===== src/pef_pkg.sv =====
/*
 Constants, types and shared functions for the port E pin-function select block.
 Assumes a 32-bit APB slave port with byte addresses and a single 40 MHz clock.
*/
// Notes on behaviour
// RULE1 - 32-bit read/write function-select register, every bit reads back as written.
// RULE2 - Pin n owns mode bits 2n+1 and 2n of function-select.
// RULE3 - Mode 00 makes the pin a general input, 01 a general output.
// RULE4 - Software must never write reserved mode 10.
// RULE5 - Mode 11 routes the pin to its timer channel function.
// RULE6 - In mode 11 the direction comes from the direction register bit.
// RULE7 - Power-on reset clears function-select, all pins start as general inputs.
// RULE8 - Both registers hold through manual reset, standby and sleep.
// RULE9 - 16-bit read/write direction register, bit n controls pin n.
// RULE10 - Direction bit is ignored unless its pin is in timer mode.
// RULE11 - Timer mode: direction 1 drives compare output, 0 feeds input capture.
// RULE12 - Power-on reset clears direction register, timer pins default to input.
// RULE13 - Input modes keep driver off and pass pin level to consumer.
// RULE14 - General output drives pin from the external port data bit.
package pef_pkg;

	// ----------------------------------------
	// Geometry
	// ----------------------------------------
	localparam int NUM_PINS = 16;
	localparam int MODE_W = 2;
	localparam int ADDR_W = 12;

	// ----------------------------------------
	// Register byte offsets
	// ----------------------------------------
	localparam logic [11:0] ADDR_FUNC_SEL = 12'h000;
	localparam logic [11:0] ADDR_TIMER_DIR = 12'h004;
	localparam logic [11:0] ADDR_PIN_LEVEL = 12'h008;
	localparam logic [11:0] ADDR_EFF_DIR = 12'h00c;
	localparam logic [11:0] ADDR_RSVD_MODE = 12'h010;

	// ----------------------------------------
	// Reset values
	// ----------------------------------------
	localparam logic [31:0] FUNC_SEL_RESET = 32'h0000_0000;
	localparam logic [15:0] TIMER_DIR_RESET = 16'h0000;
	localparam logic [31:0] READ_ZERO = 32'h0000_0000;

	// ----------------------------------------
	// Mode field codes
	// ----------------------------------------
	localparam logic [1:0] MODE_GPIO_IN = 2'h0;
	localparam logic [1:0] MODE_GPIO_OUT = 2'h1;
	localparam logic [1:0] MODE_RESERVED = 2'h2;
	localparam logic [1:0] MODE_TIMER = 2'h3;
	localparam logic DIR_OUTPUT = 1'b1;

	typedef enum logic [1:0] {
		BUS_IDLE = 2'b01,
		BUS_RESP = 2'b10
	} pef_bus_state_type;

	// Mode field of one pin
	function automatic logic [1:0] pin_mode(input logic [31:0] sel, input int pin);
		pin_mode = sel[MODE_W*pin +: MODE_W]; // RULE2
	endfunction

	// Byte-lane merge of an APB write
	function automatic logic [31:0] strobe_merge(input logic [31:0] old_word, input logic [31:0] wdata,
			input logic [3:0] strb);
		logic [31:0] res;
		res = old_word;
		for (int b = 0; b < 4; b++) begin
			if (strb[b]) begin
				res[8*b +: 8] = wdata[8*b +: 8];
			end
		end
		strobe_merge = res;
	endfunction

endpackage


===== src/pef_pin_cell.sv =====
/*
 Function steering for one port pin.
 Assumes mode and direction come from the next values of the registers, not the stored ones; purely combinational.
*/
`timescale 1ns/10ps
module pef_pin_cell (
	input wire logic [1:0] i_mode,
	input wire logic i_timer_dir,
	input wire logic i_pin_level,
	input wire logic i_port_data,
	input wire logic i_timer_cmp,
	output logic o_drive,
	output logic o_oe,
	output logic o_port_in,
	output logic o_capt_in
);

	logic is_gpio_in;
	logic is_gpio_out;
	logic is_timer;
	logic timer_out;
	logic timer_in;

	assign is_gpio_in = (i_mode == pef_pkg::MODE_GPIO_IN); // RULE3
	assign is_gpio_out = (i_mode == pef_pkg::MODE_GPIO_OUT); // RULE3
	assign is_timer = (i_mode == pef_pkg::MODE_TIMER); // RULE5
	// Direction bit only counts in timer mode
	assign timer_out = is_timer & (i_timer_dir == pef_pkg::DIR_OUTPUT); // RULE6 RULE10 RULE11
	assign timer_in = is_timer & (i_timer_dir != pef_pkg::DIR_OUTPUT); // RULE11

	// Reserved code falls through with the driver off, the safest pad state
	assign o_oe = is_gpio_out | timer_out; // RULE13
	assign o_drive = is_gpio_out ? i_port_data : (timer_out & i_timer_cmp); // RULE14 RULE11
	assign o_port_in = is_gpio_in & i_pin_level; // RULE13
	assign o_capt_in = timer_in & i_pin_level; // RULE13

endmodule


===== src/pef_rw_reg.sv =====
/*
 One software read/write register with APB byte strobes.
 Assumes the caller gates the write enable to the completing access phase.
*/
`timescale 1ns/10ps
module pef_rw_reg #(
	parameter int WIDTH = 32,
	parameter logic [WIDTH-1:0] RESET_VALUE = '0
) (
	input wire logic i_sys_clk,
	input wire logic i_srst,
	input wire logic i_wr_en,
	input wire logic [31:0] i_wdata,
	input wire logic [3:0] i_strb,
	output logic [WIDTH-1:0] o_value
);

	logic [WIDTH-1:0] value_ff;
	logic [31:0] old_word;
	logic [31:0] merged;
	logic [WIDTH-1:0] nxt_value;

	assign old_word = 32'(value_ff);
	assign merged = pef_pkg::strobe_merge(old_word, i_wdata, i_strb);
	assign nxt_value = i_wr_en ? merged[WIDTH-1:0] : value_ff;

	// ----------------------------------------
	// Storage
	// ----------------------------------------
	// Only power-on reset clears; manual reset and low-power states never reach here
	always_ff @(posedge i_sys_clk) begin
		if (i_srst) begin
			value_ff <= RESET_VALUE; // RULE7 RULE12
		end else begin
			value_ff <= nxt_value; // RULE8
		end
	end

	assign o_value = value_ff;

endmodule


===== src/pef_top.sv =====
/*
 Port E pin-function select: APB register file and per-pin steering.
 Assumes an APB master on i_sys_clk, pins sampled synchronously, and port data
 register plus timer unit outside this block.
*/
// Implementation choices: the APB slave port and the placing of the registers.
`timescale 1ns/10ps
module pef_top #(
	parameter int NUM_PINS = pef_pkg::NUM_PINS
) (
	input wire logic i_sys_clk,
	input wire logic i_srst,
	input wire logic i_manual_rst,
	input wire logic i_psel,
	input wire logic i_penable,
	input wire logic i_pwrite,
	input wire logic [11:0] i_paddr,
	input wire logic [31:0] i_pwdata,
	input wire logic [3:0] i_pstrb,
	output logic [31:0] o_prdata,
	output logic o_pready,
	output logic o_pslverr,
	input wire logic [15:0] i_pin_in,
	input wire logic [15:0] i_port_data,
	input wire logic [15:0] i_timer_cmp_out,
	output logic [15:0] o_pin_out,
	output logic [15:0] o_pin_oe,
	output logic [15:0] o_port_in,
	output logic [15:0] o_timer_capt_in
);

	// ----------------------------------------
	// Declarations
	// ----------------------------------------
	// Bus handshake
	pef_pkg::pef_bus_state_type bus_state_ff;
	pef_pkg::pef_bus_state_type nxt_bus_state;
	logic pready_ff;
	logic nxt_pready;
	logic pslverr_ff;
	logic nxt_pslverr;
	logic [31:0] prdata_ff;
	logic [31:0] nxt_prdata;
	logic bus_rst;
	logic access_wait;
	logic access_done;
	logic enter_resp;

	// Address decode
	logic hit_func_sel;
	logic hit_timer_dir;
	logic hit_eff_dir;
	logic addr_ok;
	logic wr_func_sel;
	logic wr_timer_dir;
	logic [31:0] read_word;

	// Register contents and their next values
	logic [31:0] func_sel;
	logic [15:0] timer_dir;
	logic [31:0] func_sel_merge;
	logic [31:0] timer_dir_merge;
	logic [31:0] func_sel_nxt;
	logic [15:0] timer_dir_nxt;

	// Per-pin steering
	logic [15:0] cell_drive;
	logic [15:0] cell_oe;
	logic [15:0] cell_port_in;
	logic [15:0] cell_capt_in;

	// Registered pin outputs
	logic [15:0] pin_out_ff;
	logic [15:0] nxt_pin_out;
	logic [15:0] pin_oe_ff;
	logic [15:0] nxt_pin_oe;
	logic [15:0] port_in_ff;
	logic [15:0] nxt_port_in;
	logic [15:0] capt_in_ff;
	logic [15:0] nxt_capt_in;

	// ----------------------------------------
	// Bus phase decode
	// ----------------------------------------
	// Manual reset only restarts the handshake; the registers must survive it
	assign bus_rst = i_srst | i_manual_rst;
	assign access_wait = i_psel & i_penable & ~pready_ff;
	assign access_done = i_psel & i_penable & pready_ff;
	assign enter_resp = (bus_state_ff == pef_pkg::BUS_IDLE) & access_wait;

	// ----------------------------------------
	// Address decode
	// ----------------------------------------
	assign hit_func_sel = (i_paddr == pef_pkg::ADDR_FUNC_SEL);
	assign hit_timer_dir = (i_paddr == pef_pkg::ADDR_TIMER_DIR);
	assign hit_eff_dir = (i_paddr == pef_pkg::ADDR_EFF_DIR);
	// Effective direction is a status word; a write to it is refused
	assign addr_ok = hit_func_sel | hit_timer_dir | (hit_eff_dir & ~i_pwrite);
	assign wr_func_sel = access_done & i_pwrite & hit_func_sel; // RULE1
	assign wr_timer_dir = access_done & i_pwrite & hit_timer_dir; // RULE9

	// ----------------------------------------
	// Read selection
	// ----------------------------------------
	always_comb begin
		read_word = pef_pkg::READ_ZERO;
		if (hit_func_sel) begin
			read_word = func_sel; // RULE1
		end else if (hit_timer_dir) begin
			read_word = {16'h0000, timer_dir}; // RULE9
		end else if (hit_eff_dir) begin
			read_word = {16'h0000, pin_oe_ff};
		end else begin
			read_word = pef_pkg::READ_ZERO;
		end
	end

	// ----------------------------------------
	// Bus state machine
	// ----------------------------------------
	// One wait state: pready rises in the cycle after the access phase starts
	always_comb begin
		nxt_bus_state = bus_state_ff;
		case (bus_state_ff)
			pef_pkg::BUS_IDLE: begin
				if (access_wait) begin
					nxt_bus_state = pef_pkg::BUS_RESP;
				end
			end
			pef_pkg::BUS_RESP: begin
				nxt_bus_state = pef_pkg::BUS_IDLE;
			end
			default: begin
				nxt_bus_state = pef_pkg::BUS_IDLE;
			end
		endcase
	end

	assign nxt_pready = (nxt_bus_state == pef_pkg::BUS_RESP);
	assign nxt_pslverr = enter_resp & ~addr_ok;
	// Read data is captured once and stands through the response cycle
	assign nxt_prdata = enter_resp ? read_word : prdata_ff;

	always_ff @(posedge i_sys_clk) begin
		if (bus_rst) begin
			bus_state_ff <= pef_pkg::BUS_IDLE;
		end else begin
			bus_state_ff <= nxt_bus_state;
		end
	end

	always_ff @(posedge i_sys_clk) begin
		if (bus_rst) begin
			pready_ff <= 1'b0;
			pslverr_ff <= 1'b0;
		end else begin
			pready_ff <= nxt_pready;
			pslverr_ff <= nxt_pslverr;
		end
	end

	always_ff @(posedge i_sys_clk) begin
		if (bus_rst) begin
			prdata_ff <= pef_pkg::READ_ZERO;
		end else begin
			prdata_ff <= nxt_prdata;
		end
	end

	// ----------------------------------------
	// Software registers
	// ----------------------------------------
	pef_rw_reg #(
		.WIDTH(32),
		.RESET_VALUE(pef_pkg::FUNC_SEL_RESET)
	) u_func_sel (
		.i_sys_clk(i_sys_clk),
		.i_srst(i_srst),
		.i_wr_en(wr_func_sel),
		.i_wdata(i_pwdata),
		.i_strb(i_pstrb),
		.o_value(func_sel)
	); // RULE1 RULE7 RULE8

	pef_rw_reg #(
		.WIDTH(16),
		.RESET_VALUE(pef_pkg::TIMER_DIR_RESET)
	) u_timer_dir (
		.i_sys_clk(i_sys_clk),
		.i_srst(i_srst),
		.i_wr_en(wr_timer_dir),
		.i_wdata(i_pwdata),
		.i_strb(i_pstrb),
		.o_value(timer_dir)
	); // RULE9 RULE12 RULE8

	// ----------------------------------------
	// Next register values
	// ----------------------------------------
	// Pins follow the value being written, so they settle with the register
	assign func_sel_merge = pef_pkg::strobe_merge(func_sel, i_pwdata, i_pstrb);
	assign timer_dir_merge = pef_pkg::strobe_merge({16'h0000, timer_dir}, i_pwdata, i_pstrb);
	assign func_sel_nxt = wr_func_sel ? func_sel_merge : func_sel;
	assign timer_dir_nxt = wr_timer_dir ? timer_dir_merge[15:0] : timer_dir;

	// ----------------------------------------
	// Per-pin steering
	// ----------------------------------------
	// Ports are sixteen wide; NUM_PINS above 16 is not supported
	for (genvar pin = 0; pin < NUM_PINS; pin++) begin : g_pin
		pef_pin_cell u_cell (
			.i_mode(pef_pkg::pin_mode(func_sel_nxt, pin)), // RULE2
			.i_timer_dir(timer_dir_nxt[pin]), // RULE6
			.i_pin_level(i_pin_in[pin]),
			.i_port_data(i_port_data[pin]),
			.i_timer_cmp(i_timer_cmp_out[pin]),
			.o_drive(cell_drive[pin]),
			.o_oe(cell_oe[pin]),
			.o_port_in(cell_port_in[pin]),
			.o_capt_in(cell_capt_in[pin])
		);
	end

	assign nxt_pin_out = cell_drive;
	assign nxt_pin_oe = cell_oe;
	assign nxt_port_in = cell_port_in;
	assign nxt_capt_in = cell_capt_in;

	// ----------------------------------------
	// Registered pin outputs
	// ----------------------------------------
	// A pin's driver must be off while reset holds; inputs is the safe default
	always_ff @(posedge i_sys_clk) begin
		if (i_srst) begin
			pin_oe_ff <= 16'h0000; // RULE7
			pin_out_ff <= 16'h0000;
		end else begin
			pin_oe_ff <= nxt_pin_oe; // RULE13
			pin_out_ff <= nxt_pin_out; // RULE14
		end
	end

	// Consumers see the pin one cycle late, the cost of registered outputs
	always_ff @(posedge i_sys_clk) begin
		if (i_srst) begin
			port_in_ff <= 16'h0000;
			capt_in_ff <= 16'h0000;
		end else begin
			port_in_ff <= nxt_port_in; // RULE13
			capt_in_ff <= nxt_capt_in; // RULE11
		end
	end

	// ----------------------------------------
	// Outputs
	// ----------------------------------------
	assign o_prdata = prdata_ff;
	assign o_pready = pready_ff;
	assign o_pslverr = pslverr_ff;
	assign o_pin_out = pin_out_ff;
	assign o_pin_oe = pin_oe_ff;
	assign o_port_in = port_in_ff;
	assign o_timer_capt_in = capt_in_ff;

endmodule


===== config.mk =====
export PLATFORM = sky130hd
export DESIGN_NAME = pef_top
export DESIGN_NICKNAME = d
export VERILOG_FILES = /design/src/pef_pkg.sv /design/src/pef_pin_cell.sv /design/src/pef_rw_reg.sv /design/src/pef_top.sv
export SDC_FILE = /design/constraint.sdc
export NUM_CORES = 1
export LEC_CHECK = 0
export BUFFER_PORTS_ARGS = -buffer_cell sky130_fd_sc_hd__buf_2
export CAP_MARGIN = 0
export CORE_AREA = 3 3 137 139
export CTS_BUF_LIST = sky130_fd_sc_hd__clkbuf_2
export CTS_CLUSTER_SIZE = 30
export DETAILED_ROUTE_END_ITERATION = 8
export DIE_AREA = 0 0 140 142
export MAX_ROUTING_LAYER = met4
export SETUP_SLACK_MARGIN = 0.3
export SLEW_MARGIN = 0
export SYNTH_ARGS = -nofsm -noshare
export SYNTH_HDL_FRONTEND = slang
export SYNTH_HIERARCHICAL = 1
export SYNTH_SLANG_ARGS = --single-unit

===== constraint.sdc =====
create_clock -name i_sys_clk -period 2.6 [get_ports i_sys_clk]
set_input_delay 0.13 -clock i_sys_clk [delete_from_list [all_inputs] [get_ports i_sys_clk]]
set_output_delay 0.13 -clock i_sys_clk [all_outputs]
set_load 0.05 [all_outputs]

Yosys cells after proc, flatten, opt, wreduce, memory -nomap -nowiden. Cells that the tools add are included.

Memories kept: 0. Register bits: 148. Memory bits (writable): 0. Word-level logic and storage cells: 219. Output and inout bits: 98. Memory bits (read-only): 0. Bits in latches: 0.

Multiply operators: 0. Bitwise operators: 127. Order comparisons: 0. Divide/modulo/power cells: 0. Muxes and demuxes: 29. Shift-type cells: 0. Equal/unequal tests: 36. Reduce and logical (&&, ||, !) cells: 17. Add/sub/neg operators: 0.

Operators by type and width (count): AND 1 bit (89); two-way mux 32 bit (2); two-way mux 16 bit (3); two-way mux 8 bit (6); == test 2 x 1 -> 1 bit (second input constant) (17); == test 2 bit (second input constant) (17); logical NOT 2 bit (16); NOT 1 bit (19); OR 1 bit (19); two-way mux 1 bit (16); == test 12 x 3 -> 1 bit (second input constant) (1); == test 12 x 4 -> 1 bit (second input constant) (1); logical NOT 12 bit (1); two-way mux 2 bit (2).

Longest topological paths before layout. Gate-level depths: netlist (run 1).

Depth in word-level cells: 9. Mapped depth: 9. Gate-level depth less buffers: 7.

Hierarchy. Netlist (run 1), hierarchy kept.

Modules (own cells, without submodules): pef_top (times used 1, area an instance 3972.6 sq um, cells each 363); pef_rw_reg (u_func_sel) (times used 1, area an instance 1463.9 sq um, cells each 146); pef_rw_reg (u_timer_dir) (times used 1, area an instance 740.7 sq um, cells each 73); pef_pin_cell (times used 16, area an instance 45.0 sq um, cells each 7).

Worst setup path before layout (run 1). OpenSTA, ideal clock, no wires.

Path type: register -> register. Start: reg pready_ff, in the netlist o_pready. End: reg capt_in_ff[1], in the netlist o_timer_capt_in[1]. Arrival: 2392 ps. Stages on the path, launching flop included: 7. Period minus slack after synthesis: 2520 ps. Slack: 80 ps. Cells stage by stage: dfxtp_1 nand2_1 nor3_1 nand4_2 mux2_2 and4_1 nor2b_1.

Cells in the longest elaborated chain, start to end: 7. Elaborated cells on any way between the ends: 10. Those cells by class: eq/ne (1); mux (2); bitwise (7).

Ends and longest elaborated chain: start: declaration (RTL line pef_top.sv:38) `logic pready_ff;`; start signal: assignment (RTL line pef_top.sv:157) `pready_ff <= nxt_pready;`; AND 1 bit (RTL line pef_top.sv:88) `assign access_done = i_psel & i_penable & pready_ff;`; AND 1 bit (2 in series) (RTL line pef_top.sv:99) `assign wr_func_sel = access_done & i_pwrite & hit_func_sel;`; two-way mux 32 bit (RTL line pef_top.sv:203) `assign func_sel_nxt = wr_func_sel ? func_sel_merge : func_sel;`; via func_sel_nxt[3] (RTL line pef_top.sv:63) `logic [31:0] func_sel_nxt;`; == test 2 bit (RTL line pef_pin_cell.sv:26) `assign is_timer = (i_mode == pef_pkg::MODE_TIMER);`; AND 1 bit (RTL line pef_pin_cell.sv:29) `assign timer_in = is_timer & (i_timer_dir != pef_pkg::DIR_OUTPUT);`; AND 1 bit (RTL line pef_pin_cell.sv:35) `assign o_capt_in = timer_in & i_pin_level;`; via cell_capt_in[1] (RTL line pef_top.sv:70) `logic [15:0] cell_capt_in;`; end signal: assignment (RTL line pef_top.sv:250) `capt_in_ff <= nxt_capt_in;`; end: declaration (RTL line pef_top.sv:79) `logic [15:0] capt_in_ff;`.

The timed path passes the listed nets, and every way through them passes these cells. A chain may end at the register's enable or synchronous reset.

Final worst setup path (run 1).
Start: reg pready_ff, in the netlist o_pready. End: reg u_func_sel.value_ff[8], in the netlist u_func_sel/o_value[8].

Cells in the longest elaborated chain, start to end: 4.

Ends and longest elaborated chain: AND 1 bit (RTL line pef_top.sv:88); AND 1 bit (2 in series) (RTL line pef_top.sv:99); via wr_func_sel (RTL line pef_top.sv:54) `logic wr_func_sel;`; two-way mux 32 bit; end signal: assignment (RTL line pef_rw_reg.sv:35) `value_ff <= nxt_value;`; end: declaration (RTL line pef_rw_reg.sv:18) `logic [WIDTH-1:0] value_ff;`.

The timed path passes the listed nets, and every way through them passes these cells.

==> results of run 1 <==
-- worst max-delay path, stage by stage, from the launching register on --
cell           delay [ns]
dfxtp_2              0.39
nand2_1              0.06
nor3_2               0.15
buf_6                0.19
and3_2               0.26
buf_12               0.20
nand3_1              0.10
dlygate4sd3_1        0.58
a21oi_1              0.12
-- power by group through the flow --
| stage | sequential (mW) | combinational (mW) | clock [mW] |
|---|---|---|---|
| final | 2.29 | 0.431 | 1.43 |
| after global routing | 2.30 | 0.462 | 1.58 |
| after CTS | 2.29 | 0.428 | 1.47 |
| after detailed placement | 2.34 | 0.322 | 0 |
| after global placement | 2.34 | 0.323 | 0 |
| after floorplan | 2.39 | 0.127 | 0 |
-- worst max path at each step --
stage                    start                      to  slack (ns)  cells after the start
finish                o_pready   u_func_sel/o_value[8]        0.49                      8
global route          o_pready   u_func_sel/o_value[8]        0.32                      8
CTS                   o_pready             o_prdata[0]        0.36                      4
detailed placement  i_paddr[7]      o_timer_capt_in[7]        0.05                      9
global placement    i_paddr[7]      o_timer_capt_in[7]        0.05                      9
floorplan           i_paddr[7]  u_func_sel/o_value[10]        0.31                      9
-- per-layer routing --
metal,global-route usage [%],part of all wire (%),up-vias
met5,-,0,-
met3,5.14,6.2,21
met4,6.53,1.8,0
met2,37.6,49,196
li1,-,-,3119
met1,26.4,43,3035
-- sequential cells by signal, indices dropped and copies added (netlist names) --
register and cells:
o_timer_capt_in 16, u_func_sel/o_value 32, bus_state_ff 2, u_timer_dir/o_value 16
o_pslverr 1, o_port_in 16, o_pin_out 16, o_pready 1
o_pin_oe 16, o_prdata 32
-- layout by cell type (no fill, tap or decap), drive strengths merged, types with 6 or more instances in the layout --
cell	netlist	routed
a21oi	49	49
o211a	16	16
buf	31	214
clkinv	1	6
nor3b	16	16
inv	17	22
nand4	22	22
mux2	48	48
nand3	48	48
clkbuf	22	17
dlygate4sd3	0	116
and4	16	16
dfxtp	148	148
nand3b	16	16
a32oi	16	16
o2bb2ai	32	32
nand2	35	35
nor2	19	19
a21boi	16	16
a21bo	48	48
nor2b	64	64
-- repair_timing --
action                                 in CTS  in global routing
endpoints found under the hold margin     148                  0
setup endpoints to repair                   0                 22
hold buffers                              116                  0
buffers inserted                            0                  0
gates resized for setup                     0                  5
-- metrics by stage --
step	setup WS [ns]	cells
after floorplan	0.310	694
after global placement	0.0549	1084
after detailed placement	0.0541	1084
after CTS	0.355	1232
after global routing	0.316	1233
final	0.490	1233
-- area by class of cell --
class | count | share of cell area, %
inverter | 18 | 0.715
multi-input combinational | 475 | 37.4
sequential | 148 | 31.4
clock buffer | 17 | 0.901
tap | 229 | 3.03
antenna | 1 | 0.0265
clock inverter | 15 | 1.87
timing repair buffer | 330 | 24.7
-- kinds of logic (layout without fill, tap and decap cells) --
| kind of cell | after synthesis | after routing | synth area share [%] |
|---|---|---|---|
| buf+inv | 71 | 380 | 6.06 |
| compound gates | 178 | 178 | 21.2 |
| mux | 48 | 48 | 7.84 |
| other cells | 0 | 1 | 0 |
| flops | 148 | 148 | 43.0 |
| simple gates | 249 | 249 | 21.9 |
==> impl_metrics.yaml, run 1 <==
drt:
  drc: 0
  drt_wl_total_mm: 21.7
  ant_nets: 0
  via_count: 6371
  wl_per_cell_um: 17.6
  drtPass1Iterations: 5
  vias_per_cell: 5.17
  drtIter0Drc: 405
clocking:
  cts.htree.levels: 4
  numCtsBuffers: 17
  insertion_delay_ns: 0.71
  tritoncts: "built"
  clock-root-buffer: "clkbuf_2"
  path_clk_slew_ns: 0.24
  ctsLongestPathBuffers: 2
  cts_sinks: 148
setup_path:
  worst-r2r-setup-slack_ns: 0.49
  cp-start-kind: "flip-flop"
  crit_path_max_fanout: 32
  worst_ep_arrival_time_ns: 2.76
  cp-end-kind: "flip-flop"
  ff2ff_path_depth: 8
  r2r-start: "o_pready"
  r2r-end: "u_func_sel/o_value[8]"
  worstPathRequired_ns: 3.25
  critical_path_class: "reg -> reg"
logic_synthesis:
  netlist.top_cell.by_area: "dfxtp_1"
  synth.distinct_cells: 38
  ys_warn_count: 6
  synth_common_cells: "dfxtp_1 (148), nor2b_1 (64), mux2_2 (48), nand3_1 (48), a21oi_1 (40)"
  synth_most_common_cell: "dfxtp_1"
  synth-seq-cells: 148
  synth_top_area_share_pct: 43.0
  synthFlopType: "dfxtp_1"
  syn_nets: 796
  netlist_instances: 694
  postSynthAreaPerCell_um2: 9.94
  yosys-top-cells-area: "dfxtp_1 (43%), mux2_2 (7.8%), nor2b_1 (5.8%)"
  synth_edf_count: 0
  seq_area_frac_synth_pct: 43.0
  synthesis.area_mm2: 0.00690
  synth-async-reset-ratio_pct: 0
hold_path:
  hp-class: "in -> reg"
  holdPathStages: 5
  min_to: "o_prdata[7]"
  min_from: "i_paddr[8]"
layout:
  fillCellCount: 1611
  final_nets: 1092
  postLayoutCellArea_mm2: 0.00945
  utilization_pct: 53.1
  seq_area_mm2: 0.00296
  area_growth_pct: 36.9
  drive_gt1_share_pct: 33.2
  multi_input_area_mm2: 0.00353
sta:
  rsz0062_at_grt: "false"
  clock_skew_ns: 0.0359
  relSlewSlack_pct: 39.7
  fmax_mhz: 474
  fin_crit_ns: 2.11
  finalCritPeriodShare_pct: 81.1
  whs_ns: 0.118
  worstMarginPinSlew_ns: 0.904
  setup_viol: 0
  timing.setup.tns_ns: 0
  finalHoldViolCount: 0
  slew_viol_final: 0
global_route:
  grt_pass1_wl_mm: 33.8
  gr-total-overflow: 0
  grt_usage_pct: 22.2
  grt_pass1_vias: 6277
  grt_antenna_before_repair: 1
  grt_max_degree: 70
floorplanning:
  core_mm2: 0.0178
  boundaryPins: 200
  start_util_pct: 38.8
  die_w_um: 140
  rows: 49
  die_area_mm2: 0.0199
  die_h_um: 142
power:
  switching_power_mw: 1.13
  pwr-share-clk_pct: 34.4
  power_mw: 4.15
  pwr-share-seq_pct: 55.2
  power.share.switching_pct: 27.2
  powerDensity_mw_per_mm2: 440
  p_leak_nw: 4.19
  combinationalPowerShare_pct: 10.4
  internal_power_mw: 3.02
  vdd_ir_drop_max_mv: 0.296
run:
  maxCapViolations: 0
status:
  outcome: "finished, final reports clean"
place:
  placed_area_mm2: 0.00801
  portBuffers: 199
  gp_congestion: 0.815
  dp_hpwl_mm: 14.3
No activity file was read; power rests on OpenSTA's default activity.
==> run 2, diff against run 1 <==
clock period = 2.2 ns   (was 2.6 ns; I/O delays follow)
==> impl_metrics.yaml, run 2 (synthesis gave the netlist of run 1 again) <==
status:
  outcome: "finished, final reports clean"
clocking:
  cts_sinks: 148
  insertion_delay_ns: 0.73
  numCtsBuffers: 17
  cts_setup_buffers: 0
  clock-root-buffer: "clkbuf_2"
  tritoncts: "built"
  path_clk_slew_ns: 0.24
  ctsLongestPathBuffers: 2
  cts.htree.levels: 4
drt:
  drtPass1Iterations: 5
  wl_per_cell_um: 17.6
  ant_nets: 0
  wl_met1_mm: 9.37
  drc: 0
  dr_wl_met2_mm: 10.4
  highest-signal-layer: "met4"
  drtIter0Drc: 460
  drt_wl_total_mm: 21.4
  vias_per_cell: 5.21
  route.met3.wl_mm: 1.22
  via_count: 6339
setup_path:
  cp-start-kind: "flip-flop"
  r2r-end: "o_prdata[13]"
  crit_path_max_fanout: 8
  slowest_stage: "or4_4"
  crit_start: "o_pready"
  path_cells: "or3b_4 > or4_4 > buf_12 > o2bb2ai_1 > o211a_1"
  crit_end: "o_prdata[13]"
  r2r-start: "o_pready"
  worst_ep_arrival_time_ns: 2.47
  critPathTopFamily: "simple AND/OR/NAND/NOR gates"
  ff2ff_path_depth: 5
  max_stage_delay_ns: 0.48
  worstPathRequired_ns: 2.86
  crit_buf_inv: 1
  critical_path_class: "reg -> reg"
  worstSetupPathDepth: 5
  worst-r2r-setup-slack_ns: 0.39
  cp-end-kind: "flip-flop"
sta:
  worst_slack_ns: 0.393
  timing.setup.tns_ns: 0
  finalCritPeriodShare_pct: 82.1
  clock_skew_ns: 0.0365
  finalHoldViolCount: 0
  worstMarginPinSlew_ns: 0.848
  fmax_mhz: 554
  slew_viol_final: 0
  setup_viol: 0
  rsz0062_at_grt: "true"
  fin_crit_ns: 1.81
  relSlewSlack_pct: 43.5
  whs_ns: 0.0614
global_route:
  gr-total-overflow: 0
  grt_pass1_wl_mm: 33.1
  grt_antenna_before_repair: 0
  grt_max_degree: 62
  grt_pass1_vias: 6162
  grt_usage_pct: 21.4
floorplanning:
  die_area_mm2: 0.0199
  die_w_um: 140
  die_h_um: 142
  core_mm2: 0.0178
  start_util_pct: 38.8
  rows: 49
  boundaryPins: 200
run:
  maxCapViolations: 0
layout:
  final_cell_mix: "buf_2 (198), dfxtp_1 (147), dlygate4sd3_1 (90), nor2b_1 (62), nand3_1 (48)"
  fillCellCount: 1688
  drive_gt1_share_pct: 36.0
  final_nets: 1077
  multi_input_area_mm2: 0.00362
  utilization_pct: 53.0
  area_growth_pct: 36.5
  diodes: 0
  layout_commonest_cell: "buf_2"
  seq_area_mm2: 0.00296
hold_path:
  hp-class: "in -> reg"
  holdPathStages: 6
place:
  dp_hpwl_mm: 14.2
  pre_cts_ws_ns: -0.183
  gp_congestion: 0.830
  portBuffers: 199
power:
  p_leak_nw: 4.25
  vdd_ir_drop_max_mv: 0.354
  powerDensity_mw_per_mm2: 512
-- run 2: cell types whose count changed in the layout (fill, tap and decap cells not counted), moves of 4 or more --
cell / previous run / this run
dlygate4sd3_1: 116 / 90
mux2_2: 48 / 42
mux2_4: 0 / 6
nor3b_1: 16 / 10
nor3b_2: 0 / 6
buf_12: 4 / 9
buf_4: 10 / 14
-- run 2: final cells by class --
cell class                      instances  area share [%]
Sequential cell                       148            31.5
Multi-Input combinational cell        475            38.5
Clock inverter                         15            1.63
Clock buffer                           17           0.903
Inverter                               18           0.717
Timing Repair Buffer                  315            23.7
Tap cell                              229            3.04
-- run 2: worst min-delay path by stage --
stage          slack [ns]    startpoint                      to
5_1_grt              0.03    i_paddr[8]            o_prdata[10]
3_5_place_dp         0.38  i_pwdata[19]  u_func_sel/o_value[19]
2_1_floorplan        0.18        i_srst   u_func_sel/o_value[3]
6_report             0.06    i_paddr[8]             o_prdata[2]
3_3_place_gp         0.38  i_pwdata[23]  u_func_sel/o_value[23]
4_1_cts              0.05    i_paddr[2]             o_prdata[7]
-- run 2: through the flow --
stage                     instance area [um^2]  std cells  power [mW]
after floorplan                           6930        694        2.97
after global placement                    8140       1094        3.14
after detailed placement                  8140       1094        3.14
after CTS                                 9280       1216        4.85
after global routing                      9420       1217        5.03
final                                     9420       1217        4.82
-- run 2: worst min-delay path: cells and delay by family --
kind | cells | cell delay (ns)
buf+inv | 2 | 0.21
simple gates | 2 | 0.28
compound gates | 2 | 0.18
-- run 2: power breakdown --
part           switching [mW]  total, mW  internal, mW
Sequential            0.00452       2.71          2.71
Combinational           0.285      0.514         0.230
Clock                    1.07       1.59         0.524
-- run 2: routing by layer --
metal	global-route usage, %	vias to the layer above
met4	6.43	0
met2	34.7	198
li1	-	3097
met3	4.70	20
met1	27.0	3024
met5	-	-
-- run 2: repair_timing --
action,CTS,global route
endpoints found under the setup margin,0,49
hold endpoints to repair,148,0
resized for setup,0,25
hold buffers,90,0
==> run 3, diff against run 2 <==
ABC_AREA = 1   (was unset)
CORE_AREA = 3 3 139 141   (was 3 3 137 139)
DIE_AREA = 0 0 142 144   (was 0 0 140 142)
clock period = 1.8 ns   (was 2.2 ns; I/O delays follow)
==> impl_metrics.yaml, run 3 <==
place:
  gp_congestion: 0.906
  portBuffers: 199
  numPlacedInstances: 1490
  pre_cts_ws_ns: -0.112
  placed_area_mm2: 0.00851
  dp_hpwl_mm: 17.0
layout:
  utilization_pct: 60.9
  area_growth_pct: 55.6
  fin_cells: 1643
  final_cell_mix: "nand2_1 (213), nor2_1 (189), inv_1 (155), dfxtp_1 (114), buf_2 (106)"
  final_nets: 1502
  layout_commonest_cell: "nand2_1"
  drive_gt1_share_pct: 32.6
  fillCellCount: 1649
  postLayoutCellArea_mm2: 0.0110
sta:
  fin_crit_ns: 1.72
  worstMarginPinSlew_ns: 0.659
  fmax_mhz: 580
  slew_viol_final: 0
  timing.setup.tns_ns: 0
  setup_viol: 0
  whs_ns: 0.106
  worst_slack_ns: 0.0767
  clock_skew_ns: 0.0395
  finalCritPeriodShare_pct: 95.7
  relSlewSlack_pct: 56.0
  finalHoldViolCount: 0
  rsz0062_at_grt: "true"
setup_path:
  cp-end-kind: "flip-flop"
  crit_path_max_fanout: 9
  critical_path_class: "reg -> reg"
  cp-start-kind: "flip-flop"
  worst_ep_arrival_time_ns: 2.37
  worstPathRequired_ns: 2.45
global_route:
  gr-total-overflow: 0
  grt_usage_pct: 24.1
  grt_pass1_vias: 7112
  grt_pass1_wl_mm: 37.8
  grt_antenna_before_repair: 1
  grt_max_degree: 55
power:
  power.share.switching_pct: 27.7
  pwr-share-clk_pct: 34.9
  pwr-share-seq_pct: 52.4
  powerDensity_mw_per_mm2: 577
  vdd_ir_drop_max_mv: 0.403
  internal_power_mw: 4.59
  switching_power_mw: 1.76
  combinationalPowerShare_pct: 12.6
  power_mw: 6.35
  p_leak_nw: 5.19
clocking:
  cts_sinks: 148
  clock-root-buffer: "clkbuf_2"
  tritoncts: "built"
  cts.htree.levels: 4
  numCtsBuffers: 17
  insertion_delay_ns: 0.72
  path_clk_slew_ns: 0.25
  ctsLongestPathBuffers: 2
logic_synthesis:
  yosys-top-cells-area: "dfxtp_1 (42%), nand2_1 (13%), nor2_1 (11%)"
  netlist_instances: 1076
  synth_mux_area_share_pct: 0
  synthFlopType: "dfxtp_1"
  synth_common_cells: "nand2_1 (247), nor2_1 (199), inv_1 (172)"
  synth_xor_area_share_pct: 0
  synth_edf_count: 0
  synth.distinct_cells: 32
  netlist.top_cell.by_area: "dfxtp_1"
  seq_area_frac_synth_pct: 41.9
  synth-async-reset-ratio_pct: 0
  synth_top_area_share_pct: 41.9
  ys_warn_count: 6
  synth-seq-cells: 148
  syn_nets: 1178
  synth_most_common_cell: "nand2_1"
  synth_simple_gate_area_share_pct: 34.8
  postSynthAreaPerCell_um2: 6.58
  synth_top_family_by_area: "simple AND/OR/NAND/NOR gates"
  synthesis.area_mm2: 0.00708
  synth_compound_area_share_pct: 10.3
  synth_adder_area_share_pct: 0
status:
  outcome: "finished, final reports clean"
drt:
  wl_per_cell_um: 15.3
  vias_per_cell: 4.86
  via_count: 7988
  ant_nets: 0
  drtPass1Iterations: 5
  drc: 0
  drtIter0Drc: 655
  drt_wl_total_mm: 25.1
floorplanning:
  rows: 49
  start_util_pct: 39.1
  die_area_mm2: 0.0204
  core_mm2: 0.0181
  boundaryPins: 200
  die_w_um: 142
  die_h_um: 144
hold_path:
  hp-class: "in -> reg"
run:
  maxCapViolations: 0
run 3: cell types whose count changed in the layout (fill, tap and decap cells not counted), sizes merged, moves of 48 or more:
cell	previous run	this run
a21bo	48	0
inv	20	178
mux2	48	0
nand2	35	259
nand3	48	97
nor2	19	208
nor2b	64	0
o21ai	1	64
run 3: logic make-up (layout without fill, tap and decap cells):
family / count (synthesis) / count (layout)
flops: 148 / 148
simple gates: 579 / 582
other cells: 0 / 1
buf+inv: 219 / 553
compound gates: 130 / 130
run 3: final cells by class:
cell class,instances,area (um^2),share of cell area [%]
antenna,1,2.50,0.0227
clock buffer,17,85.1,0.772
clock inverter,15,200,1.82
inverter,175,687,6.24
multi-input combinational,712,3900,35.4
sequential,148,3010,27.3
tap,229,287,2.60
timing repair buffer,346,2850,25.8
run 3: path summary, 6_finish.rpt:
check                                     end  slack [ns]         from  cells past startpoint
worst max-delay path            o_pin_out[11]        0.08     o_pready                     12
worst min-delay path             o_prdata[22]        0.11   i_paddr[4]                      9
worst max register to register  o_pin_out[11]        0.08     o_pready                     12
worst min register to register    o_prdata[2]        0.48  o_prdata[2]                      2
run 3: metal layers:
metal / track usage, % / vias up / wire, um
met5: - / - / 0
met4: 8.23 / 0 / 537
met3: 4.56 / 41 / 2070
met2: 33.9 / 351 / 11100
met1: 34.5 / 3616 / 11400
li1: - / 3980 / -
run 3: critical path, cell delays in order, from the launching register on:
cell	delay [ns]
dfxtp_4	0.41
nand2_4	0.05
nor2_4	0.11
buf_12	0.14
nand2_4	0.11
buf_4	0.19
o21ai_1	0.19
nand2_2	0.12
inv_2	0.08
nand3_1	0.08
nand2_1	0.06
inv_1	0.03
nor2_1	0.07
run 3: timing repair:
| item | CTS | global route |
|---|---|---|
| endpoints found under the hold margin | 134 | 0 |
| setup endpoints to repair | 181 | 195 |
| hold buffers | 91 | 0 |
| buffers inserted | 13 | 9 |
| cloned | 3 | 4 |
| resized for setup | 176 | 124 |
| pin swaps | 25 | 20 |
run 3: power by group through the flow:
stage	combinational (mW)	clock [mW]	sequential [mW]
2_1_floorplan	0.177	0	3.50
4_1_cts	0.726	2.29	3.33
3_5_place_dp	0.540	0	3.39
6_report	0.803	2.22	3.33
5_1_grt	0.858	2.40	3.34
3_3_place_gp	0.546	0	3.39
